**src/design/fcsu_consts.vh**
```
// Shared offsets, field positions, reset values and command codes
`ifndef FCSU_CONSTS_VH
`define FCSU_CONSTS_VH

// ==========================================================
// Register byte offsets on the APB port
`define FCSU_OFF_STATUS 8'h00
`define FCSU_OFF_CMD 8'h04
`define FCSU_OFF_ADDR 8'h08
`define FCSU_OFF_DATA 8'h0c
`define FCSU_OFF_CTRL 8'h10
`define FCSU_OFF_SEC 8'h14
`define FCSU_OFF_ISTAT 8'h18
`define FCSU_OFF_IMASK 8'h1c

// ==========================================================
// Status register field positions
`define FCSU_BIT_CBEF 7
`define FCSU_BIT_CCF 6
`define FCSU_BIT_PVIOL 5
`define FCSU_BIT_ACCERR 4
`define FCSU_BIT_BLANK 2

// ==========================================================
// Control register field positions
`define FCSU_BIT_DIV_READY 0
`define FCSU_BIT_PROT_EN 1
`define FCSU_PROT_BASE_LSB 16

// ==========================================================
// Interrupt status and mask bit positions
`define FCSU_IRQ_DONE 0
`define FCSU_IRQ_PVIOL 1
`define FCSU_IRQ_ACCERR 2
`define FCSU_IRQ_BLANK 3
`define FCSU_IRQ_W 4

// ==========================================================
// Command codes
`define FCSU_CMD_BLANK 8'h05
`define FCSU_CMD_BYTE 8'h20
`define FCSU_CMD_BURST 8'h25
`define FCSU_CMD_PAGE 8'h40
`define FCSU_CMD_MASS 8'h41

// ==========================================================
// Operation codes driven to the array
`define FCSU_OP_NONE 3'h0
`define FCSU_OP_BLANK 3'h1
`define FCSU_OP_BYTE 3'h2
`define FCSU_OP_BURST 3'h3
`define FCSU_OP_PAGE 3'h4
`define FCSU_OP_MASS 3'h5

// ==========================================================
// Misc values
`define FCSU_ERASED_BYTE 8'hff
`define FCSU_PAGE_BITS 9
`define FCSU_SEC_UNSECURED 2'h2
`define FCSU_SEC_RESET 2'h0

`endif

```
**src/design/fcsu_top.v**
```verilog
// Flash command launch and status unit with APB register port
`timescale 1ns/1ps
`include "fcsu_consts.vh"

module fcsu_top #(
	parameter AW = 16
) (
	input wire pclk,
	input wire presetn,
	input wire psel,
	input wire penable,
	input wire pwrite,
	input wire [7:0] paddr,
	input wire [31:0] pwdata,
	output reg [31:0] prdata,
	output reg pready,
	output reg pslverr,
	input wire stop_req,
	input wire key_ok,
	input wire [1:0] sec_strap,
	output reg [1:0] security_state_code,
	output reg irq,
	input wire arr_done,
	input wire arr_rvalid,
	input wire [7:0] arr_rdata,
	output wire arr_req,
	output wire [2:0] arr_op,
	output wire [AW-1:0] arr_addr,
	output wire [7:0] arr_wdata,
	output wire arr_abort
);

	// ======================================================
	// State
	reg cmd_buffer_empty_flag_reg;
	reg cmd_complete_flag_reg;
	reg protect_violation_flag_reg;
	reg access_error_flag_reg;
	reg array_blank_flag_reg;
	reg [7:0] flash_command_code_reg;
	reg loaded_reg;
	reg [AW-1:0] addr_reg;
	reg [7:0] data_reg;
	reg div_ready_reg;
	reg prot_en_reg;
	reg [AW-1:0] prot_base_reg;
	reg pend_reg;
	reg [2:0] pend_op_reg;
	reg pend_burst_reg;
	reg [AW-1:0] pend_addr_reg;
	reg [7:0] pend_data_reg;
	reg cur_blank_reg;
	reg cur_burst_reg;
	reg [`FCSU_IRQ_W-1:0] istat_reg;
	reg [`FCSU_IRQ_W-1:0] imask_reg;
	reg sec_loaded_reg;
	reg [31:0] rdata_next;
	reg [AW-1:0] target;

	wire d_legal;
	wire d_prog;
	wire d_burst;
	wire d_blank;
	wire d_mass;
	wire d_page;
	wire [2:0] d_op;
	wire arr_busy;
	wire arr_fin;
	wire arr_blank_ok;

	// ======================================================
	// Address decode, shared by write decode and error answer
	function known_addr;
		input [7:0] a;
		begin
			case (a)
				`FCSU_OFF_STATUS, `FCSU_OFF_CMD, `FCSU_OFF_ADDR,
				`FCSU_OFF_DATA, `FCSU_OFF_CTRL, `FCSU_OFF_SEC,
				`FCSU_OFF_ISTAT, `FCSU_OFF_IMASK: known_addr = 1'b1;
				default: known_addr = 1'b0;
			endcase
		end
	endfunction

	// Transfer completes at the edge where our pready is seen high
	wire xfer = psel && penable && pready;
	wire wr = xfer && pwrite && known_addr(paddr);
	wire wr_stat = wr && (paddr == `FCSU_OFF_STATUS);
	wire wr_load = wr && ((paddr == `FCSU_OFF_CMD) ||
		(paddr == `FCSU_OFF_ADDR) || (paddr == `FCSU_OFF_DATA));

	// ======================================================
	// Command decode of the loaded code
	fcsu_cmd_decode u_dec (
		.code(flash_command_code_reg),
		.legal(d_legal),
		.is_prog(d_prog),
		.is_burst(d_burst),
		.is_blank(d_blank),
		.is_mass(d_mass),
		.is_page(d_page),
		.op(d_op)
	);

	// ======================================================
	// Launch checks
	wire busy = arr_busy || pend_reg;
	// Writing zero, or one while the buffer is full, launches nothing
	wire launch_try = wr_stat && pwdata[`FCSU_BIT_CBEF] && cmd_buffer_empty_flag_reg;
	// Only a burst may follow a running burst
	wire seq_err = !loaded_reg || protect_violation_flag_reg || access_error_flag_reg ||
		(busy && !(cur_burst_reg && d_burst));
	wire clk_err = d_prog && !div_ready_reg;
	wire err = launch_try && (seq_err || clk_err || !d_legal);
	// Loading the buffer while it is full breaks the sequence
	wire load_err = wr_load && !cmd_buffer_empty_flag_reg;

	// Protected region sits at and above the base address
	always @* begin
		target = addr_reg;
		if (d_page) begin
			target = addr_reg | {{(AW-`FCSU_PAGE_BITS){1'b0}}, {`FCSU_PAGE_BITS{1'b1}}};
		end
	end
	wire prot_hit = d_prog && prot_en_reg && (d_mass || (target >= prot_base_reg));
	wire viol = launch_try && !err && prot_hit;
	wire go = launch_try && !err && !prot_hit;

	// Stop while anything runs or waits aborts it
	wire stop_abort = stop_req && busy;
	wire start = pend_reg && !arr_busy && !stop_req;

	// ======================================================
	// Array handshake
	fcsu_arr_ctl #(
		.AW(AW)
	) u_arr (
		.pclk(pclk),
		.presetn(presetn),
		.start(start),
		.op(pend_op_reg),
		.addr(pend_addr_reg),
		.wdata(pend_data_reg),
		.abort(stop_abort),
		.arr_done(arr_done),
		.arr_rvalid(arr_rvalid),
		.arr_rdata(arr_rdata),
		.busy(arr_busy),
		.done(arr_fin),
		.blank_ok(arr_blank_ok),
		.arr_req(arr_req),
		.arr_op(arr_op),
		.arr_addr(arr_addr),
		.arr_wdata(arr_wdata),
		.arr_abort(arr_abort)
	);

	// Blank result is taken when the operation ends
	wire blank_pass = arr_fin && cur_blank_reg && arr_blank_ok;

	// ======================================================
	// Buffer-empty flag: cleared by launch, set on stop, when a burst leaves the slot, or when an operation ends with the slot empty
	reg cbef_next;
	always @* begin
		cbef_next = cmd_buffer_empty_flag_reg;
		if (go) begin
			cbef_next = 1'b0;
		end else if (stop_abort) begin
			cbef_next = 1'b1;
		end else if (start && pend_burst_reg) begin
			cbef_next = 1'b1;
		end else if (arr_fin && !pend_reg) begin
			cbef_next = 1'b1;
		end
	end

	// Complete is derived from activity only; bus writes never reach it
	wire ccf_next = !go && cmd_buffer_empty_flag_reg && !pend_reg && !arr_busy && !start;

	// ======================================================
	// Interrupt events: complete rise, violation, error, blank pass
	wire acc_set = err || load_err || stop_abort;
	wire [`FCSU_IRQ_W-1:0] ev = {blank_pass, acc_set, viol,
		ccf_next && !cmd_complete_flag_reg};
	wire [`FCSU_IRQ_W-1:0] iclr = (wr && paddr == `FCSU_OFF_ISTAT) ?
		pwdata[`FCSU_IRQ_W-1:0] : {`FCSU_IRQ_W{1'b0}};

	// ======================================================
	// Status and command flags; violation and error sets beat a same-cycle clear, a launch beats a blank pass
	always @(posedge pclk or negedge presetn) begin
		if (!presetn) begin
			cmd_buffer_empty_flag_reg <= 1'b1;
			cmd_complete_flag_reg <= 1'b1;
			protect_violation_flag_reg <= 1'b0;
			access_error_flag_reg <= 1'b0;
			array_blank_flag_reg <= 1'b0;
		end else begin
			cmd_buffer_empty_flag_reg <= cbef_next;
			cmd_complete_flag_reg <= ccf_next;
			if (viol) begin
				protect_violation_flag_reg <= 1'b1;
			end else if (wr_stat && pwdata[`FCSU_BIT_PVIOL]) begin
				protect_violation_flag_reg <= 1'b0;
			end
			if (acc_set) begin
				access_error_flag_reg <= 1'b1;
			end else if (wr_stat && pwdata[`FCSU_BIT_ACCERR]) begin
				access_error_flag_reg <= 1'b0;
			end
			if (go) begin
				array_blank_flag_reg <= 1'b0;
			end else if (blank_pass) begin
				array_blank_flag_reg <= 1'b1;
			end
		end
	end

	// ======================================================
	// Loadable registers and the one-deep launch slot
	always @(posedge pclk or negedge presetn) begin
		if (!presetn) begin
			flash_command_code_reg <= 8'h00;
			loaded_reg <= 1'b0;
			addr_reg <= {AW{1'b0}};
			data_reg <= 8'h00;
			div_ready_reg <= 1'b0;
			prot_en_reg <= 1'b0;
			prot_base_reg <= {AW{1'b0}};
			pend_reg <= 1'b0;
			pend_op_reg <= `FCSU_OP_NONE;
			pend_burst_reg <= 1'b0;
			pend_addr_reg <= {AW{1'b0}};
			pend_data_reg <= 8'h00;
			cur_blank_reg <= 1'b0;
			cur_burst_reg <= 1'b0;
			imask_reg <= {`FCSU_IRQ_W{1'b0}};
		end else begin
			if (wr_load && !load_err && paddr == `FCSU_OFF_CMD) begin
				flash_command_code_reg <= pwdata[7:0];
				loaded_reg <= 1'b1;
			end else if (launch_try) begin
				loaded_reg <= 1'b0; // Each launch needs a fresh load
			end
			if (wr_load && !load_err && paddr == `FCSU_OFF_ADDR) begin
				addr_reg <= pwdata[AW-1:0];
			end
			if (wr_load && !load_err && paddr == `FCSU_OFF_DATA) begin
				data_reg <= pwdata[7:0];
			end
			if (wr && paddr == `FCSU_OFF_CTRL) begin
				div_ready_reg <= pwdata[`FCSU_BIT_DIV_READY];
				prot_en_reg <= pwdata[`FCSU_BIT_PROT_EN];
				prot_base_reg <= pwdata[`FCSU_PROT_BASE_LSB +: AW];
			end
			if (wr && paddr == `FCSU_OFF_IMASK) begin
				imask_reg <= pwdata[`FCSU_IRQ_W-1:0];
			end
			if (go) begin
				pend_reg <= 1'b1;
				pend_op_reg <= d_op;
				pend_burst_reg <= d_burst;
				pend_addr_reg <= addr_reg;
				pend_data_reg <= data_reg;
			end else if (start || stop_abort) begin
				pend_reg <= 1'b0;
			end
			if (start) begin
				cur_blank_reg <= (pend_op_reg == `FCSU_OP_BLANK);
				cur_burst_reg <= pend_burst_reg;
			end
		end
	end

	// ======================================================
	// Security state: strap caught after reset release
	always @(posedge pclk or negedge presetn) begin
		if (!presetn) begin
			security_state_code <= `FCSU_SEC_RESET;
			sec_loaded_reg <= 1'b0;
		end else begin
			sec_loaded_reg <= 1'b1;
			if (blank_pass || key_ok) begin
				security_state_code <= `FCSU_SEC_UNSECURED;
			end else if (!sec_loaded_reg) begin
				security_state_code <= sec_strap;
			end
		end
	end

	// ======================================================
	// Interrupt status, W1C; an event in the clear cycle survives
	always @(posedge pclk or negedge presetn) begin
		if (!presetn) begin
			istat_reg <= {`FCSU_IRQ_W{1'b0}};
			irq <= 1'b0;
		end else begin
			istat_reg <= (istat_reg & ~iclr) | ev;
			irq <= |(istat_reg & imask_reg);
		end
	end

	// ======================================================
	// Read mux; reserved status bits stay zero
	always @* begin
		rdata_next = 32'h00000000;
		case (paddr)
			`FCSU_OFF_STATUS: begin
				rdata_next[`FCSU_BIT_CBEF] = cmd_buffer_empty_flag_reg;
				rdata_next[`FCSU_BIT_CCF] = cmd_complete_flag_reg;
				rdata_next[`FCSU_BIT_PVIOL] = protect_violation_flag_reg;
				rdata_next[`FCSU_BIT_ACCERR] = access_error_flag_reg;
				rdata_next[`FCSU_BIT_BLANK] = array_blank_flag_reg;
			end
			`FCSU_OFF_CMD: rdata_next[7:0] = flash_command_code_reg;
			`FCSU_OFF_ADDR: rdata_next[AW-1:0] = addr_reg;
			`FCSU_OFF_DATA: rdata_next[7:0] = data_reg;
			`FCSU_OFF_CTRL: begin
				rdata_next[`FCSU_BIT_DIV_READY] = div_ready_reg;
				rdata_next[`FCSU_BIT_PROT_EN] = prot_en_reg;
				rdata_next[`FCSU_PROT_BASE_LSB +: AW] = prot_base_reg;
			end
			`FCSU_OFF_SEC: rdata_next[1:0] = security_state_code;
			`FCSU_OFF_ISTAT: rdata_next[`FCSU_IRQ_W-1:0] = istat_reg;
			`FCSU_OFF_IMASK: rdata_next[`FCSU_IRQ_W-1:0] = imask_reg;
			default: rdata_next = 32'h00000000;
		endcase
	end

	// ======================================================
	// APB answer: one wait state, so every access takes three edges
	always @(posedge pclk or negedge presetn) begin
		if (!presetn) begin
			pready <= 1'b0;
			pslverr <= 1'b0;
			prdata <= 32'h00000000;
		end else begin
			if (psel && penable && !pready) begin
				pready <= 1'b1;
				pslverr <= !known_addr(paddr);
				prdata <= pwrite ? 32'h00000000 : rdata_next;
			end else begin
				pready <= 1'b0;
				pslverr <= 1'b0;
			end
		end
	end

endmodule

```
**src/design/fcsu_cmd_decode.v**
```verilog
// Command code decoder: legality and operation class
`timescale 1ns/1ps
`include "fcsu_consts.vh"

module fcsu_cmd_decode (
	input wire [7:0] code,
	output reg legal,
	output reg is_prog,
	output reg is_burst,
	output reg is_blank,
	output reg is_mass,
	output reg is_page,
	output reg [2:0] op
);

	// ======================================================
	// Decode table; anything else is illegal
	always @* begin
		legal = 1'b1;
		is_prog = 1'b0;
		is_burst = 1'b0;
		is_blank = 1'b0;
		is_mass = 1'b0;
		is_page = 1'b0;
		op = `FCSU_OP_NONE;
		case (code)
			`FCSU_CMD_BLANK: begin
				is_blank = 1'b1;
				op = `FCSU_OP_BLANK;
			end
			`FCSU_CMD_BYTE: begin
				is_prog = 1'b1;
				op = `FCSU_OP_BYTE;
			end
			`FCSU_CMD_BURST: begin
				is_prog = 1'b1;
				is_burst = 1'b1;
				op = `FCSU_OP_BURST;
			end
			`FCSU_CMD_PAGE: begin
				is_prog = 1'b1;
				is_page = 1'b1;
				op = `FCSU_OP_PAGE;
			end
			`FCSU_CMD_MASS: begin
				is_prog = 1'b1;
				is_mass = 1'b1;
				op = `FCSU_OP_MASS;
			end
			default: begin
				legal = 1'b0;
			end
		endcase
	end

endmodule

```
**src/design/fcsu_arr_ctl.v**
```verilog
// Array handshake: holds a request until the array reports done or an abort drops it
`timescale 1ns/1ps
`include "fcsu_consts.vh"

module fcsu_arr_ctl #(
	parameter AW = 16
) (
	input wire pclk,
	input wire presetn,
	input wire start,
	input wire [2:0] op,
	input wire [AW-1:0] addr,
	input wire [7:0] wdata,
	input wire abort,
	input wire arr_done,
	input wire arr_rvalid,
	input wire [7:0] arr_rdata,
	output reg busy,
	output reg done,
	output reg blank_ok,
	output reg arr_req,
	output reg [2:0] arr_op,
	output reg [AW-1:0] arr_addr,
	output reg [7:0] arr_wdata,
	output reg arr_abort
);

	localparam ST_IDLE = 1'b0;
	localparam ST_RUN = 1'b1;

	reg state_reg;
	reg all_ff_reg;
	wire bad_byte;

	// A non-erased byte seen during a blank check spoils the result
	assign bad_byte = arr_rvalid && (arr_rdata != `FCSU_ERASED_BYTE);

	// ======================================================
	// Request sequencer
	always @(posedge pclk or negedge presetn) begin
		if (!presetn) begin
			state_reg <= ST_IDLE;
			busy <= 1'b0;
			done <= 1'b0;
			blank_ok <= 1'b0;
			arr_req <= 1'b0;
			arr_op <= `FCSU_OP_NONE;
			arr_addr <= {AW{1'b0}};
			arr_wdata <= 8'h00;
			arr_abort <= 1'b0;
			all_ff_reg <= 1'b1;
		end else begin
			done <= 1'b0;
			arr_abort <= 1'b0;
			case (state_reg)
				ST_IDLE: begin
					if (start) begin
						state_reg <= ST_RUN;
						busy <= 1'b1;
						arr_req <= 1'b1;
						arr_op <= op;
						arr_addr <= addr;
						arr_wdata <= wdata;
						all_ff_reg <= 1'b1;
					end
				end
				ST_RUN: begin
					if (abort) begin
						// Stop mode kills the operation outright
						state_reg <= ST_IDLE;
						busy <= 1'b0;
						arr_req <= 1'b0;
						arr_abort <= 1'b1;
					end else if (arr_done) begin
						state_reg <= ST_IDLE;
						busy <= 1'b0;
						arr_req <= 1'b0;
						done <= 1'b1;
						blank_ok <= all_ff_reg && !bad_byte;
					end else if (bad_byte) begin
						all_ff_reg <= 1'b0;
					end
				end
				default: begin
					state_reg <= ST_IDLE;
					busy <= 1'b0;
					arr_req <= 1'b0;
				end
			endcase
		end
	end

endmodule

```
**config.mk**
```make
export PLATFORM = sky130hd
export DESIGN_NAME = fcsu_top
export DESIGN_NICKNAME = d
export VERILOG_FILES = /design/src/design/fcsu_top.v /design/src/design/fcsu_cmd_decode.v /design/src/design/fcsu_arr_ctl.v
export VERILOG_INCLUDE_DIRS = /design/src /design/src/design
export SDC_FILE = /design/constraint.sdc
export NUM_CORES = 1
export LEC_CHECK = 0
export ABC_CLOCK_PERIOD_IN_PS = 3250
export BUFFER_PORTS_ARGS = -buffer_cell sky130_fd_sc_hd__buf_2
export CAP_MARGIN = 20
export CORE_ASPECT_RATIO = 1.25
export CORE_MARGIN = 4
export CORE_UTILIZATION = 35
export DETAILED_ROUTE_END_ITERATION = 16
export PLACE_DENSITY = 0.67
export SETUP_SLACK_MARGIN = 0.5
export SYNTH_ARGS = -nofsm -noshare
export SYNTH_HDL_FRONTEND = slang
export SYNTH_HIERARCHICAL = 1
export SYNTH_SLANG_ARGS = --single-unit
```
**constraint.sdc**
```tcl
create_clock -name pclk -period 3.25 [get_ports pclk]
set_clock_uncertainty 0.05 [all_clocks]
set_input_delay 0.1625 -clock pclk [delete_from_list [all_inputs] [get_ports pclk]]
set_output_delay 0.1625 -clock pclk [all_outputs]
set_load 0.05 [all_outputs]
```
=== Yosys cells after proc, flatten, opt, wreduce, memory -nomap -nowiden ===
Memories as Yosys holds them, arrays and structs flattened.
Cells that the tools add are included.

* ROM bits: 64
* Bits in latches: 0
* Bits in writable memories: 0
* Memories kept: 2
* Input port bits: 59
* Logic and storage cells: 205
* Output and inout bits: 66
* Register bits: 166

* Multiply operators: 0
* Reductions and logical operators: 87
* Equal/unequal tests: 20
* Order comparisons: 1
* $add $sub $neg: 0
* Bitwise logic cells: 6
* Div/mod/pow operators: 0
* Mux-type cells: 53
* Shift operators: 0

{| class="wikitable"
|+ Memories
! memory !! words !! bits a word !! rd ports !! clocked after Yosys merged registers in !! write ports !! RTL line !! RTL
|-
| (name not given) || 32 || 1 || 1 || 0 || 0 || fcsu_top.v:76 || <nowiki>case (a)</nowiki>
|-
| (name not given) || 32 || 1 || 1 || 0 || 0 || fcsu_top.v:76 ||
|}

{| class="wikitable"
|+ Operators with widths
! kind !! number
|-
| logical AND 1 bit || 42
|-
| two-way mux 1 bit || 38
|-
| equality test 8 x 5 -> 1 bit, second input constant || 4
|-
| two-way mux 32 bit || 1
|-
| logical NOT 1 bit || 17
|-
| equality test 8 x 3 -> 1 bit, second input constant || 2
|-
| equality test 8 x 4 -> 1 bit, second input constant || 2
|-
| equality test 8 x 6 -> 1 bit, second input constant || 2
|-
| equality test 8 x 7 -> 1 bit, second input constant || 2
|-
| >= comparator 16 bit || 1
|-
| two-way mux 16 bit || 1
|-
| one-hot mux 4 bit (4 select lines) || 1
|-
| one-hot mux 3 bit (5 select lines) || 1
|-
| one-hot mux 2 bit (7 select lines) || 1
|-
| logical OR 1 bit || 13
|-
| nonzero test 2 bit || 5
|-
| two-way mux 9 bit || 1
|-
| AND 4 bit || 2
|-
| logical NOT 8 bit || 1
|-
| two-way mux 8 bit || 1
|-
| != test 2 bit, second input constant || 4
|-
| != test 8 bit, second input constant || 1
|-
| OR reduction 4 bit || 2
|-
| one-hot mux 1 bit (2 select lines) || 3
|-
| 16 further kinds || 19
|}

=== Depth between registers and ports, before layout ===
Gate-level depths: netlist of the first run.

* Depth in word-level cells: 19
* Mapped depth: 13

=== Modules after synthesis ===
Netlist of the first run, hierarchy kept.

{| class="wikitable"
|+ Modules (own cells, without submodules)
! module !! sequential area each (um2) !! times used !! cells an instance !! area an instance (um2)
|-
| fcsu_top || 3,330.7 || 1 || 460 || 5,964.5
|-
| fcsu_arr_ctl || 827.0 || 1 || 77 || 1,253.7
|-
| fcsu_cmd_decode || 0.0 || 1 || 21 || 118.9
|}

=== Worst setup path after synthesis of the first run ===
Ideal clock, no wire load.

* Path type: register -> register
* Start point: register flash_command_code_reg[1]
* End point: register pend_addr_reg[0]
* Arrival: 3.148 ns
* Setup time: 0.125 ns
* Required time: 3.075 ns
* Stages on the path, launching flop included: 12
* Buffers on the path: 1
* Path slack: -0.072 ns
* Cells stage by stage: dfrtp_1 > or4_4 > nor3_2 > or2_2 > ha_1 > nor2b_1 > o211a_1 > o311ai_1 > nand3_1 > a31oi_4 > buf_4 > mux2_2

* Elaborated cells on any way between the ends: 30
* Classes of those cells: order compare: 1; eq/ne: 5; mux: 6; reduce/logical: 18

{| class="wikitable"
|+ RTL lines
! item !! RTL line !! RTL
|-
| from (decl) || fcsu_top.v:40 || <nowiki>reg [7:0] flash_command_code_reg;</nowiki>
|-
| from (signal assigned) || fcsu_top.v:239 || <nowiki>flash_command_code_reg <= pwdata[7:0];</nowiki>
|-
| equality test 8 x 7 -> 1 bit || fcsu_cmd_decode.v:26 || <nowiki>case (code)</nowiki>
|-
| two-way mux 1 bit || fcsu_cmd_decode.v:26 ||
|-
| named net d_page || fcsu_top.v:65 || <nowiki>wire d_page;</nowiki>
|-
| two-way mux 9 bit || fcsu_top.v:121 || <nowiki>if (d_page) begin</nowiki>
|-
| >= comparator 16 bit || fcsu_top.v:125 || <nowiki>wire prot_hit = d_prog && prot_en_reg && (d_mass || (target >= prot_base_reg));</nowiki>
|-
| logical OR 1 bit || fcsu_top.v:125 ||
|-
| logical AND 1 bit || fcsu_top.v:125 ||
|-
| logical NOT 1 bit || fcsu_top.v:127 || <nowiki>wire go = launch_try && !err && !prot_hit;</nowiki>
|-
| logical AND 1 bit || fcsu_top.v:127 ||
|-
| to (signal assigned) || fcsu_top.v:232 || <nowiki>pend_addr_reg <= {AW{1'b0}};</nowiki>
|-
| to (signal assigned) || fcsu_top.v:262 || <nowiki>pend_addr_reg <= addr_reg;</nowiki>
|-
| to (decl) || fcsu_top.v:50 || <nowiki>reg [AW-1:0] pend_addr_reg;</nowiki>
|}

The timed path passes the listed nets, and every way through them passes these cells.
A chain may end at the register's enable or synchronous reset.

=== Worst setup path in the final report of the first run ===
* Start point: register flash_command_code_reg[3]
* End point: register pend_addr_reg[12]

Same word-level chain as after synthesis.

==> flow_summary.ini, run 1 <==
[sta]
rsz0062_at_grt = true
report.final.hold_viol_count = 0
post-route-period-util = 1.002
period_minus_slack_ns = 3.256
postLayoutSetupSlackWorst_ns = -0.006116
fmax_mhz = 307.1
maxSlewViolCount = 0
slew-limit-headroom = 0.3672
setup_violations = 7
worst_slew_pin_slew_ns = 0.9491

[setup_path]
worstPathMaxFanout = 12
setup.worst_path.start_class = flop
worst-r2r-cell-count = 12
critical_path.reg2reg.startpoint = flash_command_code_reg[3]
timing.reg2reg.setup_slack_ns = -0.006
arrival_ns = 3.53
path_class = flop to flop
endpoint_kind = flop
wp_data_required_ns = 3.52
worst_r2r_end = pend_addr_reg[12]
critPathLaunch = flash_command_code_reg[3]

[die]
dieWidth_um = 137.5
starting_utilization_of_the_core_area = 0.3596
die_h_um = 169.8
die-area_mm2 = 0.02334
placementRows = 58
ios = 125
placeableCoreArea_mm2 = 0.02039

[placement]
gp_congestion = 0.8525
buffer_ports.inserted = 124
dp.final_hpwl_mm = 13.31

[power_and_ir_drop]
totalPowerFinal_w = 0.004233
vdd_ir_drop_max_v = 0.0004467
power_leakage_nw = 4.839
powerDensity_mw_per_mm2 = 444.0

[job]
maxCapViolations = 0

[detailed_routing]
drt-initial-drc-count = 291
vias_post_dr = 5184
detail_route.drc_violations = 0
detail_route.wl_per_cell_um = 18.82
antenna_violating_nets_post_route = 0
route.detailed.vias_per_inst = 5.077
detailedRoute.firstPassIterationCount = 4
drt-total-wl_mm = 19.21

[yosys]
yosys_warnings = 6
synth.avg_cell_area_um2 = 13.16
syn-instance-count = 557
mappedNetlistArea_mm2 = 0.007332
synthesis.nets = 632

[outcome]
result_of_the_run = finished, violations left
failing_checks = setup timing

[min_path]
worstHoldEndpoint = istat_reg[3]
cell_depth_of_the_worst_min_delay_path = 3
type_of_the_tightest_min_delay_check = input port to flop
min_from = pwdata[3]

[cells_and_area]
layout-area-overhead-vs-synth_pct = 30.03
layout_common_cells = sky130_fd_sc_hd__dfrtp_1 (163), sky130_fd_sc_hd__buf_2 (123), sky130_fd_sc_hd__mux2_2 (83)
mostFrequentLayoutCell = sky130_fd_sc_hd__dfrtp_1
ff_latch_area_mm2 = 0.004158
largest_register = prdata
multi_input_comb_area_mm2 = 0.003132
post_route_cells_drive_above_1_share = 0.4467
utilization_of_the_core_after_routing = 0.4675
fin_nets = 813
largest_register_ff_count = 32
fillCellCount = 1804

[cts]
tritoncts.num_buffers = 17
insertion_delay_ns = 0.44
root_buffer = sky130_fd_sc_hd__clkbuf_16
tritoncts_num_sinks = 166
cts_tree = yes
h-tree-depth = 4
path_clk_slew_ns = 0.07
ctsLongestPathBuffers = 2

[global_route]
grt_max_degree = 105
wire_length_of_the_first_global_routing_pass_mm = 30.05
grt-ovfl-total = 0
initial_antenna_violation_count = 2
grtUsageTotal = 0.1689
grt_pass1_vias = 5470
layer usage:
layer	vias to the layer above	wire [µm]	global-route usage
li1	2397	-	-
met1	2595	8084	0.2115
met2	156	9409	0.2712
met3	36	1121	0.04672
met4	0	596	0.07682
met5	-	0	0
critical path, stage by stage, from the launching register on:
cell and delay (ns):
sky130_fd_sc_hd__dfrtp_1 0.38, sky130_fd_sc_hd__or4_4 0.56, sky130_fd_sc_hd__nor3_4 0.22, sky130_fd_sc_hd__or2_4 0.18, sky130_fd_sc_hd__ha_4 0.19, sky130_fd_sc_hd__nor2b_4 0.12
sky130_fd_sc_hd__o211a_1 0.21, sky130_fd_sc_hd__o311ai_2 0.23, sky130_fd_sc_hd__nand3_2 0.15, sky130_fd_sc_hd__a31oi_4 0.22, sky130_fd_sc_hd__buf_4 0.18, sky130_fd_sc_hd__buf_16 0.15
sky130_fd_sc_hd__mux2_4 0.30
final cells by class:
cell class / instances / share of cell area
multi-input cells: 346 / 0.3285
diodes: 1 / 0.0002625
well taps: 270 / 0.03543
clock buffers: 18 / 0.04606
clock inverters: 13 / 0.01220
repair buffers: 186 / 0.1332
inverters: 21 / 0.008268
flip-flops and latches: 166 / 0.4361
worst max path at each step:
stage / to / cells past startpoint
floorplan: pend_addr_reg[0] / 11
global placement: pend_addr_reg[2] / 11
detailed placement: pend_op_reg[1] / 11
CTS: pend_addr_reg[10] / 12
global route: pend_data_reg[0] / 12
finish: pend_addr_reg[12] / 12
what timing repair did:
item	4_1_cts	5_1_grt
endpoints found under the setup margin	34	35
gates resized for setup	13	20
gates cloned	2	1
hold buffers	32	0
endpoints found under the hold margin	135	0
buffers inserted	5	2
stage by stage:
step                      setup TNS (ns)  instances  setup slack [ns]  area [µm²]  hold WS, ns
after CTS                       -0.01150       1017         -0.002679        9415     0.002659
after global routing              -2.667       1021           -0.1366        9534      0.01076
final                           -0.02906       1021         -0.006116        9534      0.01533
after global placement                 0        947           0.06558        8402       0.2865
after floorplan                        0        557            0.1164        7417      -0.1831
after detailed placement        -0.01467        947         -0.007063        8402       0.2911
power by group:
| group | leakage, nW | total (W) | switching (W) | internal [W] |
|---|---|---|---|---|
| Clock | 0.273 | 0.00194 | 0.000920 | 0.00102 |
| Combinational | 2.29 | 0.000212 | 0.000125 | 0.0000874 |
| Sequential | 2.28 | 0.00208 | 0.00000687 | 0.00207 |
No activity file was read; power rests on OpenSTA's default activity.
==> run 2: changes to the inputs <==
- CTS_BUF_LIST: default -> sky130_fd_sc_hd__clkbuf_2
==> flow_summary.ini, run 2 (synthesis gave the netlist of run 1 again) <==
[sta]
post-route-period-util = 1.021
report.final.hold_viol_count = 0
period_minus_slack_ns = 3.319
worst_slew_pin_slew_ns = 0.9570
rsz0062_at_grt = true
maxSlewViolCount = 0
slew-limit-headroom = 0.3620
fmax_mhz = 301.3
postLayoutSetupSlackWorst_ns = -0.06891
setup_violations = 25

[setup_path]
crit_family = simple AND/OR/NAND/NOR gates
endpoint_kind = flop
wp_data_required_ns = 3.87
critical_path.n_buffers_inverters = 3
critical_path.reg2reg.startpoint = flash_command_code_reg[4]
arrival_ns = 3.94
setup.worst_path.start_class = flop
cpMostUsedCell = sky130_fd_sc_hd__buf_4
worst_r2r_end = pend_addr_reg[10]
worstPathMaxFanout = 12
cp_slowest_cell = sky130_fd_sc_hd__or4_4
timing.reg2reg.setup_slack_ns = -0.07
worst_path_max_stage_delay_ns = 0.54
critPathLaunch = flash_command_code_reg[4]
path_class = flop to flop
worstPathCellList = or4_4 > nor3_4 > buf_4 > nor2_2 > ha_1 > a31oi_1 > nor2b_1 > o311ai_2 > nand3_2 > a31oi_4 > buf_4 > buf_16 > mux2_4
worst-r2r-cell-count = 13

[cells_and_area]
post_route_cells_drive_above_1_share = 0.4318
layout-area-overhead-vs-synth_pct = 29.83
antenna_cells_inserted = 0
ff_latch_area_mm2 = 0.004158
fin_nets = 848
largest_register_ff_count = 32
layout_common_cells = sky130_fd_sc_hd__dfrtp_1 (163), sky130_fd_sc_hd__buf_2 (123), sky130_fd_sc_hd__mux2_2 (83)
postLayoutCellArea_mm2 = 0.009519
fillCellCount = 1807
largest_register = prdata
multi_input_comb_area_mm2 = 0.003118
utilization_of_the_core_after_routing = 0.4668
mostFrequentLayoutCell = sky130_fd_sc_hd__dfrtp_1

[global_route]
grt_max_degree = 105
wire_length_of_the_first_global_routing_pass_mm = 30.35
grt-ovfl-total = 0
grt_pass1_vias = 5615
initial_antenna_violation_count = 0
grtUsageTotal = 0.1685

[min_path]
min_from = pwdata[28]
cell_depth_of_the_worst_min_delay_path = 3
type_of_the_tightest_min_delay_check = input port to flop
worstHoldEndpoint = prot_base_reg[12]

[outcome]
failing_checks = setup timing
result_of_the_run = finished, violations left

[detailed_routing]
drt-initial-drc-count = 340
antenna_violating_nets_post_route = 0
detailedRoute.firstPassIterationCount = 4
vias_post_dr = 5334
detail_route.drc_violations = 0
detail_route.wl_per_cell_um = 18.59
drt-total-wl_mm = 19.61
route.detailed.vias_per_inst = 5.056

[job]
maxCapViolations = 0

[die]
starting_utilization_of_the_core_area = 0.3596
die_h_um = 169.8
ios = 125
dieWidth_um = 137.5
die-area_mm2 = 0.02334
placementRows = 58
placeableCoreArea_mm2 = 0.02039

[power_and_ir_drop]
vdd_ir_drop_max_v = 0.0001754
powerDensity_mw_per_mm2 = 352.0
power_leakage_nw = 4.878

[cts]
h-tree-depth = 4
root_buffer = sky130_fd_sc_hd__clkbuf_2
tritoncts.num_buffers = 17
tritoncts_num_sinks = 166
cts_tree = yes
path_clk_slew_ns = 0.27
ctsLongestPathBuffers = 2
insertion_delay_ns = 0.77

[placement]
buffer_ports.inserted = 124
placed_cell_area_mm2 = 0.008402
dp.final_hpwl_mm = 13.31
gp_congestion = 0.8525
==> run 2: layer usage <==
metal	GRT usage	vias to the layer above	part of all wire	wire, µm
met2	0.2774	169	0.49	9513
met3	0.03962	39	0.062	1215
met1	0.2122	2673	0.42	8313
met5	0	-	0	0
li1	-	2453	-	-
met4	0.06988	0	0.029	568
==> run 2: tightest hold or removal path, delay by kind of cell <==
kind	cells	cell delay, ns
multiplexers	1	0.13
buffers and inverters	2	0.62
==> run 2: cell type report <==
class / instances / area share
multi-input cells: 346 / 0.3275
clock buffers: 17 / 0.008938
flip-flops and latches: 166 / 0.4368
clock inverters: 14 / 0.01262
well taps: 270 / 0.03549
repair buffers: 221 / 0.1703
inverters: 21 / 0.008281
==> run 2: how the worst max path moves through the flow <==
stage                        end  slack, ns  cells after the start
6_report       pend_addr_reg[10]      -0.07                     13
3_3_place_gp    pend_addr_reg[2]       0.07                     11
5_1_grt         pend_data_reg[0]      -0.21                     13
3_5_place_dp      pend_op_reg[1]     -0.007                     11
4_1_cts         pend_data_reg[0]      0.007                     13
2_1_floorplan   pend_addr_reg[0]       0.12                     11
==> run 2: metrics by stage <==
stage	TNS [ns]	worst slack (ns)	hold WS, ns	power, W	cells
5_1_grt	-4.307	-0.2088	0.01682	0.003517	1055
4_1_cts	0	0.007141	0.009390	0.003394	1046
3_5_place_dp	-0.01467	-0.007063	0.2911	0.002295	947
6_report	-0.9162	-0.06891	0.08970	0.003350	1055
2_1_floorplan	0	0.1164	-0.1831	0.002180	557
3_3_place_gp	0	0.06558	0.2865	0.002293	947
==> run 2: power breakdown <==
| part | internal (W) | switching, W |
|---|---|---|
| clock | 0.000225 | 0.000800 |
| sequential | 0.00208 | 0.00000696 |
| combinational | 0.000109 | 0.000131 |
==> run 2: timing repair <==
| item | 4_1_cts | 5_1_grt |
|---|---|---|
| buffers inserted | 6 | 6 |
| hold endpoints to repair | 245 | 1 |
| cloned | 2 | 2 |
| hold buffers | 60 | 1 |
| pin swaps | 0 | 2 |
| resized for setup | 13 | 21 |
| endpoints found under the setup margin | 35 | 38 |
==> run 3: changes to the inputs <==
- BUFFER_PORTS_ARGS: -buffer_cell sky130_fd_sc_hd__buf_2 -> -buffer_cell sky130_fd_sc_hd__buf_4
==> flow_summary.ini, run 3 (synthesis gave the netlist of run 1 again) <==
[outcome]
result_of_the_run = finished, violations left
failing_checks = setup timing

[setup_path]
critPathLaunch = flash_command_code_reg[3]
worst_path_max_stage_delay_ns = 0.55
critical_path.reg2reg.startpoint = flash_command_code_reg[3]
cp_slowest_cell = sky130_fd_sc_hd__or4_4
worstPathMaxFanout = 6
path_class = flop to flop
cpMostUsedCell = sky130_fd_sc_hd__buf_12
wp_data_required_ns = 3.81
setup.worst_path.start_class = flop
worstPathCellList = or4_4 > nor3_4 > or2_4 > ha_4 > nor2b_4 > o211a_1 > o311ai_2 > nand3_2 > a31oi_4 > buf_12 > buf_12 > mux2_2
critical_path.n_buffers_inverters = 2
timing.reg2reg.setup_slack_ns = -0.04
endpoint_kind = flop
crit_family = simple AND/OR/NAND/NOR gates
arrival_ns = 3.85

[cts]
path_clk_slew_ns = 0.23
insertion_delay_ns = 0.73
cts_tree = yes
ctsLongestPathBuffers = 2
root_buffer = sky130_fd_sc_hd__clkbuf_2
tritoncts.num_buffers = 17
h-tree-depth = 4
tritoncts_num_sinks = 166

[die]
placeableCoreArea_mm2 = 0.02039
die_h_um = 169.8
ios = 125
dieWidth_um = 137.5
starting_utilization_of_the_core_area = 0.3596
die-area_mm2 = 0.02334
placementRows = 58

[placement]
dpl_worst_slack_ns = -0.02424
gp_congestion = 0.8749
dp.cells = 948
buffer_ports.inserted = 124
placed_cell_area_mm2 = 0.008717
dp.final_hpwl_mm = 13.44

[min_path]
type_of_the_tightest_min_delay_check = input port to flop
min_from = key_ok

[sta]
postLayoutSetupSlackWorst_ns = -0.03871
period_minus_slack_ns = 3.289
setup_violations = 20
slew-limit-headroom = 0.5328
maxSlewViolCount = 0
worst_slew_pin_slew_ns = 0.7009
report.final.hold_viol_count = 0
fmax_mhz = 304.1
finalSetupTns_ns = -0.4566
post-route-period-util = 1.012
rsz0062_at_grt = true

[detailed_routing]
detailedRoute.firstPassIterationCount = 5
route.detailed.vias_per_inst = 4.990
detail_route.wl_per_cell_um = 18.01
drt-total-wl_mm = 18.77
antenna_violating_nets_post_route = 0
vias_post_dr = 5200
detail_route.drc_violations = 0
drt-initial-drc-count = 240

[cells_and_area]
fin_nets = 833
layoutNonFillerInstCount = 1042
ff_latch_area_mm2 = 0.004158
layout_common_cells = sky130_fd_sc_hd__dfrtp_1 (163), sky130_fd_sc_hd__buf_4 (144), sky130_fd_sc_hd__mux2_2 (96)
postLayoutCellArea_mm2 = 0.009618
largest_register = prdata
mostFrequentLayoutCell = sky130_fd_sc_hd__dfrtp_1
layout-area-overhead-vs-synth_pct = 31.18
post_route_cells_drive_above_1_share = 0.4267
fillCellCount = 1818
largest_register_ff_count = 32
multi_input_comb_area_mm2 = 0.003055

[global_route]
grt_pass1_vias = 5467
grt-ovfl-total = 0
grt_max_degree = 80
initial_antenna_violation_count = 1
grtUsageTotal = 0.1620
wire_length_of_the_first_global_routing_pass_mm = 29.51

[power_and_ir_drop]
powerDensity_mw_per_mm2 = 352.2
vdd_ir_drop_max_v = 0.0001740
power_leakage_nw = 4.808

[job]
maxCapViolations = 0
==> run 3: area by class of cell <==
type	instances	area share
well taps	270	0.03512
diodes	1	0.0002602
repair buffers	206	0.1836
inverters	21	0.008196
clock inverters	10	0.01145
flip-flops and latches	166	0.4323
clock buffers	22	0.01145
multi-input cells	346	0.3177
==> run 3: timing repair <==
action                     CTS  global route
setup endpoints to repair   34            35
hold endpoints to repair   257             0
setup buffers                3             1
cloned                       1             2
resized for setup            5             4
hold buffers                54             0
==> run 3: worst paths after layout <==
check	endpoint	cells past startpoint
max in group asynchronous	imask_reg[3]	4
min in group asynchronous	addr_reg[9]	3
worst min register to register	cmd_complete_flag_reg	1
worst min-delay path	security_state_code[1]	4
worst max register to register	pend_addr_reg[15]	12
worst max-delay path	pend_addr_reg[15]	12
==> run 3: worst reg2reg max path, delay by kind of cell (launching register included) <==
kind,cells,cell delay (ns)
buffers and inverters,2,0.27
DFF,1,0.43
AOI/OAI and AO/OA,3,0.68
muxes,1,0.33
adders and majority gates,1,0.19
and+or+nand+nor,5,1.23
==> run 3: per-layer routing <==
| layer | share of wire | vias to the layer above | track usage |
|---|---|---|---|
| met5 | 0 | - | 0 |
| met2 | 0.50 | 138 | 0.2738 |
| met4 | 0.012 | 0 | 0.04861 |
| met1 | 0.43 | 2617 | 0.2047 |
| li1 | - | 2429 | - |
| met3 | 0.059 | 16 | 0.03992 |
==> run 3: power by group <==
group	switching (W)	total (W)	internal [W]
Combinational	0.000129	0.000250	0.000121
Clock	0.000694	0.00105	0.000361
Sequential	0.00000662	0.00208	0.00208
Total	0.000829	0.00339	0.00256
==> run 3: metrics by stage <==
stage | total power, W | hold WS, ns | util
6_report | 0.003387 | 0.09170 | 0.4717
5_1_grt | 0.003535 | 0.04195 | 0.4717
4_1_cts | 0.003433 | 0.01162 | 0.4674
3_5_place_dp | 0.002315 | 0.1969 | 0.4275
3_3_place_gp | 0.002314 | 0.1992 | 0.4275
2_1_floorplan | 0.002180 | -0.1831 | -
